**config.mk**
```make
export PLATFORM = sky130hd
export DESIGN_NAME = spi_register_interface
export DESIGN_NICKNAME = d
export VERILOG_FILES = /design/src/common/spi_reg_pkg.sv /design/src/common/shift_if.sv /design/src/design/spi_shifter.sv /design/src/design/spi_register_interface.sv
export SDC_FILE = /design/constraint.sdc
export NUM_CORES = 1
export LEC_CHECK = 0
export ABC_AREA = 1
export BUFFER_PORTS_ARGS = -buffer_cell sky130_fd_sc_hd__buf_2
export CAP_MARGIN = 15
export CORE_UTILIZATION = 25
export DETAILED_ROUTE_END_ITERATION = 6
export GPL_ROUTABILITY_DRIVEN = 0
export GPL_TIMING_DRIVEN = 0
export PLACE_DENSITY = 0.43
export RECOVER_POWER = 100
export SYNTH_ARGS = -nofsm -noshare
export SYNTH_HDL_FRONTEND = slang
export SYNTH_SLANG_ARGS = --single-unit
export TNS_END_PERCENT = 10
```
**constraint.sdc**
```tcl
create_clock -name mclk -period 2.9 [get_ports mclk]
set_input_delay 0 -clock mclk [delete_from_list [all_inputs] [get_ports mclk]]
set_output_delay 0 -clock mclk [all_outputs]
set_load 0.005 [all_outputs]
```
**src/common/spi_reg_pkg.sv**
```systemverilog
package spi_reg_pkg;
    localparam int              ADDR_W        = 9;
    localparam logic [8:0]      OFF_CTRL      = 9'h000;
    localparam logic [8:0]      OFF_MODE      = 9'h004;
    localparam logic [8:0]      OFF_RXD       = 9'h008;
    localparam logic [8:0]      OFF_TXD       = 9'h00c;
    localparam logic [8:0]      OFF_STAT      = 9'h010;
    localparam logic [8:0]      OFF_IEN       = 9'h014;
    localparam logic [8:0]      OFF_IDIS      = 9'h018;
    localparam logic [8:0]      OFF_IMASK     = 9'h01c;
    localparam logic [8:0]      OFF_CSC0      = 9'h030;
    localparam logic [8:0]      OFF_CSC1      = 9'h034;
    localparam logic [8:0]      OFF_WPM       = 9'h0e4;
    localparam logic [8:0]      OFF_WPS       = 9'h0e8;
    // Control command bits
    localparam int              CR_EN         = 0;
    localparam int              CR_DIS        = 1;
    localparam int              CR_SOFT_RESET      = 7;
    localparam int              CR_LAST       = 24;
    // Mode bits and fields
    localparam int              MR_MASTER_SELECT       = 0;
    localparam int              MR_PS         = 1;
    localparam int              MR_DEC        = 2;
    localparam int              MR_FAULT_DETECT_OFF    = 4;
    localparam int              MR_WAIT_READ_BEFORE_SEND      = 5;
    localparam int              MR_LLB        = 7;
    localparam int              MR_PCS_LO     = 16;
    localparam int              MR_DLY_LO     = 24;
    localparam logic [31:0]     MR_MASK       = 32'hff0300b7;
    localparam logic [31:0]     MR_RESET      = 32'h00000000;
    // Transmit / receive data fields
    localparam int              TD_PCS_LO     = 16;
    localparam int              TD_LAST       = 24;
    localparam int              RD_PCS_LO     = 16;
    // Status bits
    localparam int              SR_RDRF       = 0;
    localparam int              SR_TDRE       = 1;
    localparam int              SR_MODE_FAULT_FLAG       = 2;
    localparam int              SR_TXEMPTY    = 9;
    localparam int              SR_SPIENS     = 16;
    localparam logic [31:0]     SR_PDC_FLAGS  = 32'h000000f0;
    localparam logic [31:0]     IMR_MASK      = 32'h000007ff;
    localparam int              CSR_HOLD      = 3;
    localparam int              WP_ON         = 0;
    localparam int              WPS_VIOL      = 0;
    localparam int              WPS_SRC_LO    = 8;
    // Timing
    localparam logic [7:0]      MIN_GAP       = 8'h06;
    localparam int              CLK_NS        = 100;
    localparam int              SCK_HALF_NS   = 400;
    localparam logic [7:0]      SCK_HALF_CYC  = 8'(SCK_HALF_NS / CLK_NS);
    localparam logic [3:0]      XFER_BITS     = 4'h8;
    localparam logic [1:0]      CS_NONE       = 2'h3;
endpackage : spi_reg_pkg

```
**src/common/shift_if.sv**
```systemverilog
`timescale 1ns/10ps
interface shift_if;
    logic       start;
    logic       clr;
    logic       master;
    logic [7:0] tx_byte;
    logic       sck_i;
    logic       miso_i;
    logic       busy;
    logic       done;
    logic [7:0] rx_byte;
    logic       sck_o;
    logic       mosi_o;
    modport ctrl (output start, clr, master, tx_byte, sck_i, miso_i,
                  input busy, done, rx_byte, sck_o, mosi_o);
    modport eng  (input start, clr, master, tx_byte, sck_i, miso_i,
                  output busy, done, rx_byte, sck_o, mosi_o);
endinterface : shift_if

```
**src/design/spi_shifter.sv**
```systemverilog
`timescale 1ns/10ps
module spi_shifter
    import spi_reg_pkg::*;
(
    input wire logic mclk,    // Clock
    input wire logic reset_n, // Async reset
    shift_if.eng     sif      // Engine side
);
    logic [7:0] sh_q;
    logic [7:0] rx_q;
    logic [7:0] div_q;
    logic [3:0] cnt_q;
    logic       busy_q;
    logic       done_q;
    logic       sck_q;
    logic       samp_q;
    logic       prev_q;

    // Master makes its own clock edges, slave follows the sampled one
    wire tick     = busy_q && sif.master && (div_q == SCK_HALF_CYC - 8'h01);
    wire rise_ev  = busy_q && (sif.master ? (tick && !sck_q) : (sif.sck_i && !prev_q));
    wire fall_ev  = busy_q && (sif.master ? (tick && sck_q) : (!sif.sck_i && prev_q));
    wire last_bit = (cnt_q == XFER_BITS - 4'h1);

    always_ff @(posedge mclk or negedge reset_n)
    begin
        if (!reset_n)
        begin
            busy_q <= 1'b0;
            done_q <= 1'b0;
            sck_q  <= 1'b0;
            div_q  <= 8'h00;
            cnt_q  <= 4'h0;
            prev_q <= 1'b0;
        end
        else if (sif.clr)
        begin
            busy_q <= 1'b0;
            done_q <= 1'b0;
            sck_q  <= 1'b0;
            div_q  <= 8'h00;
            cnt_q  <= 4'h0;
            prev_q <= sif.sck_i;
        end
        else
        begin
            prev_q <= sif.sck_i;
            done_q <= fall_ev && last_bit;
            div_q  <= (sif.start || tick) ? 8'h00 : div_q + 8'h01;
            sck_q  <= sif.start ? 1'b0 : (tick ? !sck_q : sck_q);
            if (sif.start)
            begin
                busy_q <= 1'b1;
                cnt_q  <= 4'h0;
            end
            else if (fall_ev)
            begin
                cnt_q  <= cnt_q + 4'h1;
                busy_q <= !last_bit;
            end
        end
    end

    always_ff @(posedge mclk or negedge reset_n)
    begin
        if (!reset_n)
        begin
            sh_q   <= 8'h00;
            rx_q   <= 8'h00;
            samp_q <= 1'b0;
        end
        else
        begin
            if (rise_ev)
                samp_q <= sif.miso_i;
            if (sif.start)
                sh_q <= sif.tx_byte;
            else if (fall_ev)
                sh_q <= {sh_q[6:0], samp_q};
            if (fall_ev && last_bit)
                rx_q <= {sh_q[6:0], samp_q};
        end
    end

    assign sif.busy    = busy_q;
    assign sif.done    = done_q;
    assign sif.rx_byte = rx_q;
    assign sif.sck_o   = sck_q;
    assign sif.mosi_o  = sh_q[7];
endmodule : spi_shifter

```
**src/design/spi_register_interface.sv**
```systemverilog
// Implementation choice: the plain strobed port.
`timescale 1ns/10ps
// How it works
// - Writing enable command one turns the controller on; zero does nothing.
// - Disable during a transfer finishes the shift, starts nothing new, releases pins.
// - Enable and disable written together leave the controller disabled.
// - Soft reset clears the serial interface to slave mode; DMA untouched.
// - Control final transfer deasserts select after the pending character shifts.
// - Mode register writes are blocked while write protection is on.
// - Mode bits choose slave/master and fixed/variable peripheral select.
// - Decoder mode: lines carry code; config 0 for selects 0-1, config 1 for 2.
// - Fault detect off bit zero enables mode-fault detection, one disables it.
// - Wait-read bit in master mode starts a transfer only with receive empty.
// - Loopback in master mode feeds serial output back to input.
// - Fixed code: x0 gives 10, 01 gives 01, 11 none; decoder passes code.
// - Select gap lasts programmed clocks, never fewer than six.
// - Received data right-justified, unused bits read zero.
// - Receive code shows select lines in master mode, zero otherwise.
// - Transmit code used only in variable mode, same line encoding.
// - Variable mode word with final bit deasserts select after it.
// - Hold bit keeps select asserted until another peripheral or final.
// - Mode fault in master sets flag until status read and disables.
module spi_register_interface
    import spi_reg_pkg::*;
(
    input  wire logic              mclk,     // 10 MHz clock
    input  wire logic              reset_n,  // Async reset, active low
    input  wire logic [ADDR_W-1:0] addr,     // Register byte address
    input  wire logic [31:0]       wdata,    // Write data
    input  wire logic              wr,       // Write strobe
    input  wire logic              rd,       // Read strobe
    output logic      [31:0]       rdata,    // Read data, cycle after rd
    input  wire logic              sck_in,   // Serial clock pin in
    output logic                   sck_out,  // Serial clock pin out
    output logic                   sck_oe,   // Serial clock drive
    input  wire logic              mosi_in,  // Master-out pin in
    output logic                   mosi_out, // Master-out pin out
    output logic                   mosi_oe,  // Master-out drive
    input  wire logic              miso_in,  // Master-in pin in
    output logic                   miso_out, // Master-in pin out
    output logic                   miso_oe,  // Master-in drive
    input  wire logic              cs0_in,   // Select 0 / slave select in
    output logic      [1:0]        cs_out,   // Select lines out
    output logic      [1:0]        cs_oe     // Select lines drive
);
    typedef enum logic [1:0] {ST_IDLE, ST_GAP, ST_SHIFT, ST_HOLD} seq_type;

    shift_if sif ();
    spi_shifter u_shift (.mclk(mclk), .reset_n(reset_n), .sif(sif));

    seq_type     st_q;
    logic [31:0] mode_q, csc0_q, csc1_q, imr_q, rdata_q;
    logic [15:0] txd_q;
    logic [7:0]  rx_q, gap_q;
    logic [1:0]  txd_code_q, cs_q, rx_code_q;
    logic        txd_last_q, en_q, dis_pend_q, tdre_q, rdrf_q, mode_fault_flag_q;
    logic        last_pend_q, sh_last_q, wp_on_q, viol_q;
    logic [7:0]  viol_src_q;
    logic [3:0]  sync1_q, sync2_q;
    logic [2:0]  own_cs0_q;
    logic        nss_prev_q;

    // Pin synchronisers: sck, mosi, miso, cs0
    always_ff @(posedge mclk or negedge reset_n)
    begin
        if (!reset_n)
        begin
            sync1_q <= 4'hf;
            sync2_q <= 4'hf;
        end
        else
        begin
            sync1_q <= {cs0_in, miso_in, mosi_in, sck_in};
            sync2_q <= sync1_q;
        end
    end
    wire sck_s  = sync2_q[0];
    wire mosi_s = sync2_q[1];
    wire miso_s = sync2_q[2];
    wire nss_s  = sync2_q[3];

    // Address decode; unmatched offsets fall through to zero
    wire wr_ctrl = wr && (addr == OFF_CTRL);
    wire wr_mode = wr && (addr == OFF_MODE);
    wire wr_txd  = wr && (addr == OFF_TXD);
    wire wr_csc0 = wr && (addr == OFF_CSC0);
    wire wr_csc1 = wr && (addr == OFF_CSC1);
    wire wr_wpm  = wr && (addr == OFF_WPM);
    wire rd_rxd  = rd && (addr == OFF_RXD);
    wire rd_stat = rd && (addr == OFF_STAT);
    wire rd_wps  = rd && (addr == OFF_WPS);
    wire cmd_en  = wr_ctrl && wdata[CR_EN];
    wire cmd_dis = wr_ctrl && wdata[CR_DIS];
    wire cmd_rst = wr_ctrl && wdata[CR_SOFT_RESET];
    wire cmd_last = wr_ctrl && wdata[CR_LAST];
    wire prot_wr = (wr_mode || wr_csc0 || wr_csc1) && wp_on_q;

    wire       master  = mode_q[MR_MASTER_SELECT];
    wire       var_sel = mode_q[MR_PS];
    wire       dec     = mode_q[MR_DEC];
    wire [1:0] code    = var_sel ? txd_code_q : mode_q[MR_PCS_LO +: 2];
    wire [1:0] target  = dec ? code : (!code[0] ? 2'h2 : (code[1] ? CS_NONE : 2'h1));
    wire [7:0] dly     = mode_q[MR_DLY_LO +: 8];
    wire [7:0] gap_len = (dly < MIN_GAP) ? MIN_GAP : dly;
    // Config 1 serves select 2 with a decoder, line 1 without
    wire       use_c1  = dec ? (cs_q == 2'h2) : (cs_q == 2'h1);
    wire       hold_b  = use_c1 ? csc1_q[CSR_HOLD] : csc0_q[CSR_HOLD];
    wire       loop_on = master && mode_q[MR_LLB];
    wire       done    = sif.done;
    wire       busy_x  = sif.busy || (st_q == ST_SHIFT);
    wire       fault   = en_q && master && !mode_q[MR_FAULT_DETECT_OFF] && !nss_s && (&own_cs0_q);
    wire       tx_pend = en_q && !tdre_q;
    wire       may_go  = tx_pend && master && !dis_pend_q && !sif.busy
                         && !(mode_q[MR_WAIT_READ_BEFORE_SEND] && rdrf_q);
    wire       end_req = last_pend_q || sh_last_q || dis_pend_q || !hold_b;
    wire       load_m  = may_go && ((st_q == ST_IDLE) || (st_q == ST_HOLD && target == cs_q));
    wire       nss_fall = en_q && !master && !nss_s && nss_prev_q;
    wire       load    = load_m || nss_fall;

    assign sif.start   = load;
    assign sif.clr     = cmd_rst || fault;
    assign sif.master  = master;
    assign sif.tx_byte = txd_q[7:0];
    assign sif.sck_i   = sck_s;
    assign sif.miso_i  = master ? (loop_on ? sif.mosi_o : miso_s) : mosi_s;

    // Enable state and disable-after-transfer
    always_ff @(posedge mclk or negedge reset_n)
    begin
        if (!reset_n)
        begin
            en_q       <= 1'b0;
            dis_pend_q <= 1'b0;
        end
        else if (cmd_rst || fault || (done && dis_pend_q))
        begin
            en_q       <= 1'b0;
            dis_pend_q <= 1'b0;
        end
        else if (cmd_dis)
        begin
            en_q       <= busy_x && en_q;
            dis_pend_q <= busy_x && en_q;
        end
        else if (cmd_en)
            en_q <= 1'b1;
    end

    // Mode, select configs, write protection
    always_ff @(posedge mclk or negedge reset_n)
    begin
        if (!reset_n)
        begin
            mode_q <= MR_RESET;
            csc0_q <= 32'h00000000;
            csc1_q <= 32'h00000000;
            imr_q  <= 32'h00000000;
        end
        else if (cmd_rst)
        begin
            mode_q <= MR_RESET;
            csc0_q <= 32'h00000000;
            csc1_q <= 32'h00000000;
            imr_q  <= 32'h00000000;
        end
        else
        begin
            if (wr_mode && !wp_on_q)
                mode_q <= wdata & MR_MASK;
            if (wr_csc0 && !wp_on_q)
                csc0_q <= wdata;
            if (wr_csc1 && !wp_on_q)
                csc1_q <= wdata;
            if (wr && addr == OFF_IEN)
                imr_q <= imr_q | (wdata & IMR_MASK);
            else if (wr && addr == OFF_IDIS)
                imr_q <= imr_q & ~wdata;
        end
    end

    always_ff @(posedge mclk or negedge reset_n)
    begin
        if (!reset_n)
        begin
            wp_on_q    <= 1'b0;
            viol_q     <= 1'b0;
            viol_src_q <= 8'h00;
        end
        else
        begin
            if (wr_wpm)
                wp_on_q <= wdata[WP_ON];
            viol_q <= prot_wr || (viol_q && !rd_wps);
            if (prot_wr)
                viol_src_q <= addr[7:0];
        end
    end

    // Transmit holding register and flags
    always_ff @(posedge mclk or negedge reset_n)
    begin
        if (!reset_n)
        begin
            txd_q       <= 16'h0000;
            txd_code_q  <= 2'h0;
            txd_last_q  <= 1'b0;
            tdre_q      <= 1'b0;
            last_pend_q <= 1'b0;
            sh_last_q   <= 1'b0;
        end
        else if (cmd_rst)
        begin
            tdre_q      <= 1'b0;
            last_pend_q <= 1'b0;
            sh_last_q   <= 1'b0;
        end
        else
        begin
            if (wr_txd)
            begin
                txd_q      <= wdata[15:0];
                txd_code_q <= wdata[TD_PCS_LO +: 2];
                txd_last_q <= wdata[TD_LAST];
            end
            // New data wins over a load of the old word
            tdre_q <= wr_txd ? 1'b0 : ((load || (cmd_en && !cmd_dis)) ? 1'b1 : (tdre_q && en_q));
            if (load_m)
                sh_last_q <= var_sel && txd_last_q;
            else if (done)
                sh_last_q <= 1'b0;
            last_pend_q <= cmd_last || (last_pend_q && !done);
        end
    end

    // Receive register and status flags
    always_ff @(posedge mclk or negedge reset_n)
    begin
        if (!reset_n)
        begin
            rx_q      <= 8'h00;
            rx_code_q <= 2'h0;
            rdrf_q    <= 1'b0;
            mode_fault_flag_q    <= 1'b0;
        end
        else if (cmd_rst)
        begin
            rx_q      <= 8'h00;
            rx_code_q <= 2'h0;
            rdrf_q    <= 1'b0;
            mode_fault_flag_q    <= 1'b0;
        end
        else
        begin
            if (done)
            begin
                rx_q      <= sif.rx_byte;
                rx_code_q <= master ? cs_q : 2'h0;
            end
            rdrf_q <= done || (rdrf_q && !rd_rxd);
            mode_fault_flag_q <= fault || (mode_fault_flag_q && !rd_stat);
        end
    end

    // Select sequencer
    always_ff @(posedge mclk or negedge reset_n)
    begin
        if (!reset_n)
        begin
            st_q  <= ST_IDLE;
            cs_q  <= CS_NONE;
            gap_q <= 8'h00;
        end
        else if (cmd_rst || fault)
        begin
            st_q  <= ST_IDLE;
            cs_q  <= CS_NONE;
            gap_q <= 8'h00;
        end
        else
        begin
            gap_q <= (st_q == ST_GAP) ? gap_q + 8'h01 : 8'h00;
            unique case (st_q)
                ST_IDLE:
                    if (load_m)
                    begin
                        cs_q <= target;
                        st_q <= ST_SHIFT;
                    end
                ST_SHIFT:
                    if (done && end_req)
                    begin
                        cs_q <= CS_NONE;
                        st_q <= ST_GAP;
                    end
                    else if (done)
                        st_q <= ST_HOLD;
                ST_HOLD:
                    if (load_m)
                        st_q <= ST_SHIFT;
                    else if (!en_q || dis_pend_q || last_pend_q || !hold_b
                             || (may_go && target != cs_q))
                    begin
                        cs_q <= CS_NONE;
                        st_q <= ST_GAP;
                    end
                ST_GAP:
                    if (gap_q >= gap_len - 8'h02)
                        st_q <= ST_IDLE;
            endcase
        end
    end

    always_ff @(posedge mclk or negedge reset_n)
    begin
        if (!reset_n)
        begin
            own_cs0_q  <= 3'h0;
            nss_prev_q <= 1'b1;
        end
        else
        begin
            own_cs0_q  <= {own_cs0_q[1:0], cs_q[0]};
            nss_prev_q <= nss_s;
        end
    end

    // Register readback
    logic [31:0] stat_word;
    always_comb
    begin
        stat_word             = SR_PDC_FLAGS;
        stat_word[SR_RDRF]    = rdrf_q;
        stat_word[SR_TDRE]    = tdre_q;
        stat_word[SR_MODE_FAULT_FLAG]    = mode_fault_flag_q;
        stat_word[SR_TXEMPTY] = tdre_q && !busy_x;
        stat_word[SR_SPIENS]  = en_q;
    end
    wire [31:0] rxd_word = {12'h000, 2'h0, rx_code_q, 8'h00, rx_q};
    wire [31:0] wps_word = {16'h0000, viol_src_q, 7'h00, viol_q};
    wire [31:0] rd_mux   = (addr == OFF_MODE)  ? mode_q :
                           (addr == OFF_RXD)   ? rxd_word :
                           (addr == OFF_STAT)  ? stat_word :
                           (addr == OFF_IMASK) ? imr_q :
                           (addr == OFF_CSC0)  ? csc0_q :
                           (addr == OFF_CSC1)  ? csc1_q :
                           (addr == OFF_WPM)   ? {31'h00000000, wp_on_q} :
                           (addr == OFF_WPS)   ? wps_word : 32'h00000000;

    always_ff @(posedge mclk or negedge reset_n)
    begin
        if (!reset_n)
            rdata_q <= 32'h00000000;
        else
            rdata_q <= rd ? rd_mux : 32'h00000000;
    end
    assign rdata = rdata_q;

    // Pins released while disabled
    wire master_on = en_q && master;
    assign sck_out  = sif.sck_o;
    assign sck_oe   = master_on;
    assign mosi_out = sif.mosi_o;
    assign mosi_oe  = master_on;
    assign miso_out = sif.mosi_o;
    assign miso_oe  = en_q && !master && !nss_s;
    assign cs_out   = cs_q;
    assign cs_oe    = {2{master_on}};
endmodule : spi_register_interface

```
Yosys cells after proc, flatten, opt, wreduce, memory -nomap -nowiden
Index checks and enable logic that the tools add are counted.
- add/subtract/negate cells: 4
- $mul: 0
- divide/modulo/power cells: 0
- $lt $le $gt $ge: 2
- eq/ne operators: 27
- shifts and indexed selects: 0
- mux-type cells: 78
- bitwise logic cells: 4
- reduce and logical (&&, ||, !) cells: 114
- operators by type and width (operator ; count):
    $mux 32 ; 16
    $mux 8 ; 9
    $logic_and 1x1->1 ; 56
    $mux 2 ; 19
    $eq 9x5->1 const B ; 4
    $and 32x32->32 ; 1
    $mux 16 ; 2
    $not 32->32 ; 1
    $or 32x11->32 ; 1
    $mux 1 ; 27
    $logic_not 1->1 ; 20
    $logic_or 1x1->1 ; 20
    $eq 9x4->1 const B ; 2
    $eq 9x6->1 const B ; 2
    $eq 9x8->1 const B ; 2
    $add 8x1->8 const B ; 2
    $reduce_bool 3->1 ; 5
    $mux 4 ; 3
    $reduce_bool 2->1 ; 6
    $eq 9x3->1 const B ; 1
    $logic_not 9->1 ; 1
    $ne 3x2->1 const B ; 3
    $eq 8x2->1 const B ; 1
    $ge 8x8->1 ; 1
    other kinds (20) ; 24
- bits in registers: 255
- latch bits: 0
- RAM bits: 0
- bits in read-only memories: 0
- bits of input ports: 49
- logic and storage cells: 265
- memories kept: 0

Longest topological paths before layout
- word-level depth: 13
- depth in mapped cells: 18

Cells and area by module
Synthesis repeated with hierarchy kept, for this count alone.
- cells, all modules: 1244
- area total of the unflattened synthesis: 11073.1 µm²
- modules (own cells, without submodules) (module ; times used ; cells an instance ; area an instance (µm²)):
    spi_register_interface ; 1 ; 1048 ; 9469.1
    spi_shifter ; 1 ; 196 ; 1604.0

Worst setup path before layout
Ideal clock, no wire load.
- path kind: reg-to-reg
- start point: reg mode_q[28]
- end point: reg st_q[1]
- library setup time: 121 ps
- data arrival time: 2460 ps
- data required time: 2779 ps
- path slack: 319 ps
- cell stages (with the launch flop): 19
- buffers on the path: 0
- period minus slack after synthesis: 2581 ps
- path through: dfrtp_1 > nor2_1 > nand3_1 > a211oi_1 > nor2_1 > ha_1 > nand4_1 > xor2_1 > inv_1 > ha_1 > nand2_1 > nor2_1 > nand4_1 > nand3_1 > nor2_1 > inv_1 > nand3_1 > nand2_1 > o21ai_1
- longest elaborated chain between the ends: 6
- ends and longest elaborated chain (item ; line ; text):
    from (decl) ; spi_register_interface.sv:52 ; logic [31:0] mode_q, csc0_q, csc1_q, imr_q, rdata_q;
    from (signal assigned) ; spi_register_interface.sv:169 ; mode_q <= wdata & MR_MASK;
    $lt 8x3->1 ; spi_register_interface.sv:104 ; wire [7:0] gap_len = (dly < MIN_GAP) ? MIN_GAP : dly;
    $mux 8 (*) ; spi_register_interface.sv:104 ;
    $sub 8x2->8 (*) ; spi_register_interface.sv:307 ; if (gap_q >= gap_len - 8'h02)
    $ge 8x8->1 (*) ; spi_register_interface.sv:307 ;
    $ne 3x2->1 (no line) (*) ; - ;
    $reduce_and 4->1 (no line) (*) ; - ;
    to (signal assigned) ; spi_register_interface.sv:299 ; st_q <= ST_SHIFT;
    to (signal assigned) ; spi_register_interface.sv:304 ; st_q <= ST_GAP;
    to (signal assigned) ; spi_register_interface.sv:308 ; st_q <= ST_IDLE;
    to (decl) ; spi_register_interface.sv:51 ; seq_type st_q;
Mark *: on every way between the ends. The rest lies on a longest branch, timed or not.
A chain may end at the register's enable or synchronous reset.

Worst setup path after layout
- start point: in addr[0]
- end point: reg rdata_q[30] (netlist: rdata[30])
- longest elaborated chain between the ends: 8
- elaborated cells between the ends (all ways): 13
- ends and longest elaborated chain (item ; line ; text):
    from (decl) ; spi_register_interface.sv:28 ; input wire logic [ADDR_W-1:0] addr,
    $eq 9x6->1 ; spi_register_interface.sv:345 ; (addr == OFF_CSC1) ? csc1_q :
    $mux 32 ; spi_register_interface.sv:345 ;
    $mux 32 ; spi_register_interface.sv:344 ; (addr == OFF_CSC0) ? csc0_q :
    $mux 32 ; spi_register_interface.sv:343 ; (addr == OFF_IMASK) ? imr_q :
    $mux 32 ; spi_register_interface.sv:342 ; (addr == OFF_STAT) ? stat_word :
    $mux 32 ; spi_register_interface.sv:341 ; (addr == OFF_RXD) ? rxd_word :
    $mux 32 (*) ; spi_register_interface.sv:340 ; wire [31:0] rd_mux = (addr == OFF_MODE) ? mode_q :
    $mux 32 (*) ; spi_register_interface.sv:354 ; rdata_q <= rd ? rd_mux : 32'h00000000;
    to (signal assigned) ; spi_register_interface.sv:354 ;
    to (decl) ; spi_register_interface.sv:52 ;
Marked as above.

==> PnR_summary.wiki <==
{| class="wikitable"
! Metric !! Value
|-
| Critical Setup Path Class || input port to register
|-
| Ys flop type || dfrtp_1
|-
| Global router's overall resource usage || 16.4%
|-
| Sort of element at the end of the critical path || register
|-
| DRC violations left || 0
|-
| Crit Path Max Fanout || 10
|-
| Fraction of the yosys area taken by sequential cells || 54.3%
|-
| Total iterations of the first detailed-routing run || 5
|-
| Hold Violations, Final || 0
|-
| Top-Level Pins || 91
|-
| Library cell with the largest summed area after synthesis || dfrtp_1
|-
| Maximum count of clock buffers along a single path || 3
|-
| First-pass GRT wire length || 56.1 mm
|-
| Clk Latency, worst-skew pair || 0.57 ns
|-
| Clock skew after layout || 0.0116 ns
|-
| Clk root buf || clkbuf_16
|-
| Area delta synth->final || 24.0%
|-
| Areal power density over the cells || 622 mW/mm2
|-
| Data arrival time of the critical path || 3.28 ns
|-
| Crit path time final || 2.83 ns
|-
| Synthesized instance count || 1267
|-
| Ys Warns || 0
|-
| Slew headroom || -13.9%
|-
| Mean area per synthesized cell || 8.71 um2
|-
| Effective utilization at floorplan || 25.5%
|-
| Top cell type's share of synthesized area || 51.7%
|-
| Final standard cell count with taps included and fillers excluded || 2052
|-
| Result of the run || finished with violations
|-
| # nets final || 1509
|-
| Yosys reg bits || 239
|-
| Number of enable flip-flop cells after synthesis || 0
|-
| Post-detailed-routing wire length || 36.2 mm
|-
| Max-capacitance violation count || 1
|-
| Most frequent cell after synthesis || nand2_1
|-
| Detail Route Antenna Nets || 0
|-
| Final setup viols || 0
|-
| Number of buffers added by the clock tree synthesis step || 30
|-
| Clk slew on worst S/H paths || 0.06 ns
|-
| Post-Syn Area || 0.0110 mm2
|-
| Worst EP required || 3.35 ns
|-
| Number of antenna violations at the first check in global routing || 0
|-
| Top cells by area, synth || dfrtp_1 52%, nand2_1 11%, o21ai_0 5.4%
|-
| Grt ovf || 0
|-
| Number of diodes || 0
|-
| Final hold slack || 0.00179 ns
|-
| Maximum number of pins on one net before global-route repair || 107
|-
| Via count || 9380
|-
| Mapped Nets || 1332
|-
| Netlist cell types || 49
|-
| First DRT Iteration DRCs || 597
|-
| Period utilization || 97.6%
|-
| Peak Freq || 353 MHz
|-
| Commonest cells in the netlist || 323 x nand2_1, 228 x dfrtp_1, 118 x o21ai_0
|-
| TritonCTS Sinks || 239
|-
| Fraction of final layout cells sized beyond drive strength 1 || 13.5%
|-
| Violations in the final reports || capacitance limit, slew limit
|-
| Placeable Area || 0.0433 mm2
|-
| Standard-cell rows || 76
|-
| Slew Limit Fails || 141
|-
| Horizontal die dimension || 212 um
|-
| Y dimension of the die || 212 um
|-
| Die Area || 0.0450 mm2
|-
| Depth of the CTS H-tree || 1
|-
| Via count normalized by instance count || 4.57
|-
| Routed length per placed instance || 17.6 um
|-
| Placed Cells incl. Taps || 1943
|-
| Static Leakage || 0.00669 uW
|-
| Pin slew with the least headroom to its limit || 1.71 ns
|-
| Via count of the first global-routing pass || 9466
|-
| Clock tree from TritonCTS || built
|-
| Layout filler cell count || 4597
|-
| Worst IR drop on VDD || 0.000449 V
|-
| Path category of the worst min-delay check || input port to register
|-
| Port-buffer cells || 89
|-
| Synth async-reset ratio || 100%
|-
| Startpoint class of the critical path || input port
|-
| DPL Wire Length || 25.7 mm
|-
| Final total power || 8510 uW
|}
-- power breakdown --
group          internal (uW)  switching [uW]
clock network           2200            1500
logic                    425             652
registers               3550             186
-- area by class of cell --
type / count / area, um2 / share of cell area, %
buffer: 53 / 268 / 1.96
clock buffer: 46 / 892 / 6.52
clock inverter: 9 / 80.1 / 0.585
inverter: 116 / 437 / 3.19
multi-input combinational: 859 / 4300 / 31.4
sequential: 239 / 6000 / 43.8
tap: 585 / 732 / 5.35
timing repair buffer: 145 / 972 / 7.11
-- placed cells by master (no fill, tap or decap), types with 12 or more instances in the layout --
| master | count |
|---|---|
| a21boi_0 | 26 |
| a21oi_1 | 35 |
| a31oi_1 | 17 |
| buf_2 | 74 |
| clkbuf_1 | 60 |
| clkbuf_16 | 31 |
| dfrtp_1 | 226 |
| dlygate4sd3_1 | 49 |
| ha_1 | 15 |
| inv_1 | 104 |
| nand2_1 | 329 |
| nand3_1 | 78 |
| nor2_1 | 70 |
| nor3_1 | 12 |
| o21ai_0 | 154 |
| o21ai_1 | 20 |
-- logic make-up after synthesis --
family,Yosys count,synth area share [%]
AO/OA/AOI/OAI,278,14.2
XOR/XNOR,13,1.03
flip-flops,239,54.3
AND/OR/NAND/NOR,552,22.1
adder cells (fa/ha/maj),16,1.81
buffers and inverters,169,6.56
-- per-stage QoR --
step | instance area, um2 | setup slack (ns) | TNS, ns | utilization, %
final | 13700 | 0.0709 | 0 | 31.6
after global routing | 13700 | -0.0571 | -0.107 | 31.6
after CTS | 13800 | 0.0142 | 0 | 31.8
after detailed placement | 12300 | -0.0844 | -0.166 | 28.4
after global placement | 12200 | -2.88 | -667.38 | 28.2
after floorplan | 11000 | 0.319 | 0 | -
-- final timing paths --
| kind | startpoint | cells past startpoint | end | slack, ns |
|---|---|---|---|---|
| setup reg to reg | mode_q[28]$_DFFE_PN0P_ | 17 | st_q[1]$_DFFE_PN0P_ | 0.17 |
| hold reg to reg | sync1_q[2]$_DFF_PN1_ | 0 | sync2_q[2]$_DFF_PN1_ | 0.36 |
| hold / removal | addr[3] | 6 | wp_on_q$_DFFE_PN0P_ | 0.002 |
| max in group asynchronous | reset_n | 4 | gap_q[5]$_DFF_PN0_ | 0.60 |
| setup / recovery | addr[0] | 9 | rdata[30]$_DFF_PN0_ | 0.07 |
| min in group asynchronous | reset_n | 4 | imr_q[10]$_DFFE_PN0P_ | 1.07 |
-- layer usage --
layer / vias to the layer above / track usage, % / wire (um)
li1: 4521 / - / -
met1: 4611 / 22.7 / 16800
met2: 209 / 26.6 / 16900
met3: 39 / 2.53 / 1740
met4: 0 / 4.32 / 693
met5: - / 0 / 0
-- critical path, cell delays in order --
cell and delay (ns):
dlygate4sd3_1 0.54, clkbuf_1 0.10, nor2_1 0.16, dlygate4sd3_1 0.60, nand3_2 0.12, nor2_1 0.61
clkbuf_1 0.64, a221oi_1 0.25, o22ai_1 0.26
-- registers in the layout (all words and copies together) (netlist names), 16 cells and up --
name	count
csc1_q	32
imr_q	32
csc0_q	32
mode_q	16
rdata	32
-- repair_timing --
action,in CTS,in global routing
resized for setup,1,13
hold buffers,50,0
buffers inserted,0,4
pin swaps,0,4
endpoints found under the setup margin,2,3
endpoints found under the hold margin,362,0
No activity file was read; power rests on OpenSTA's default activity.
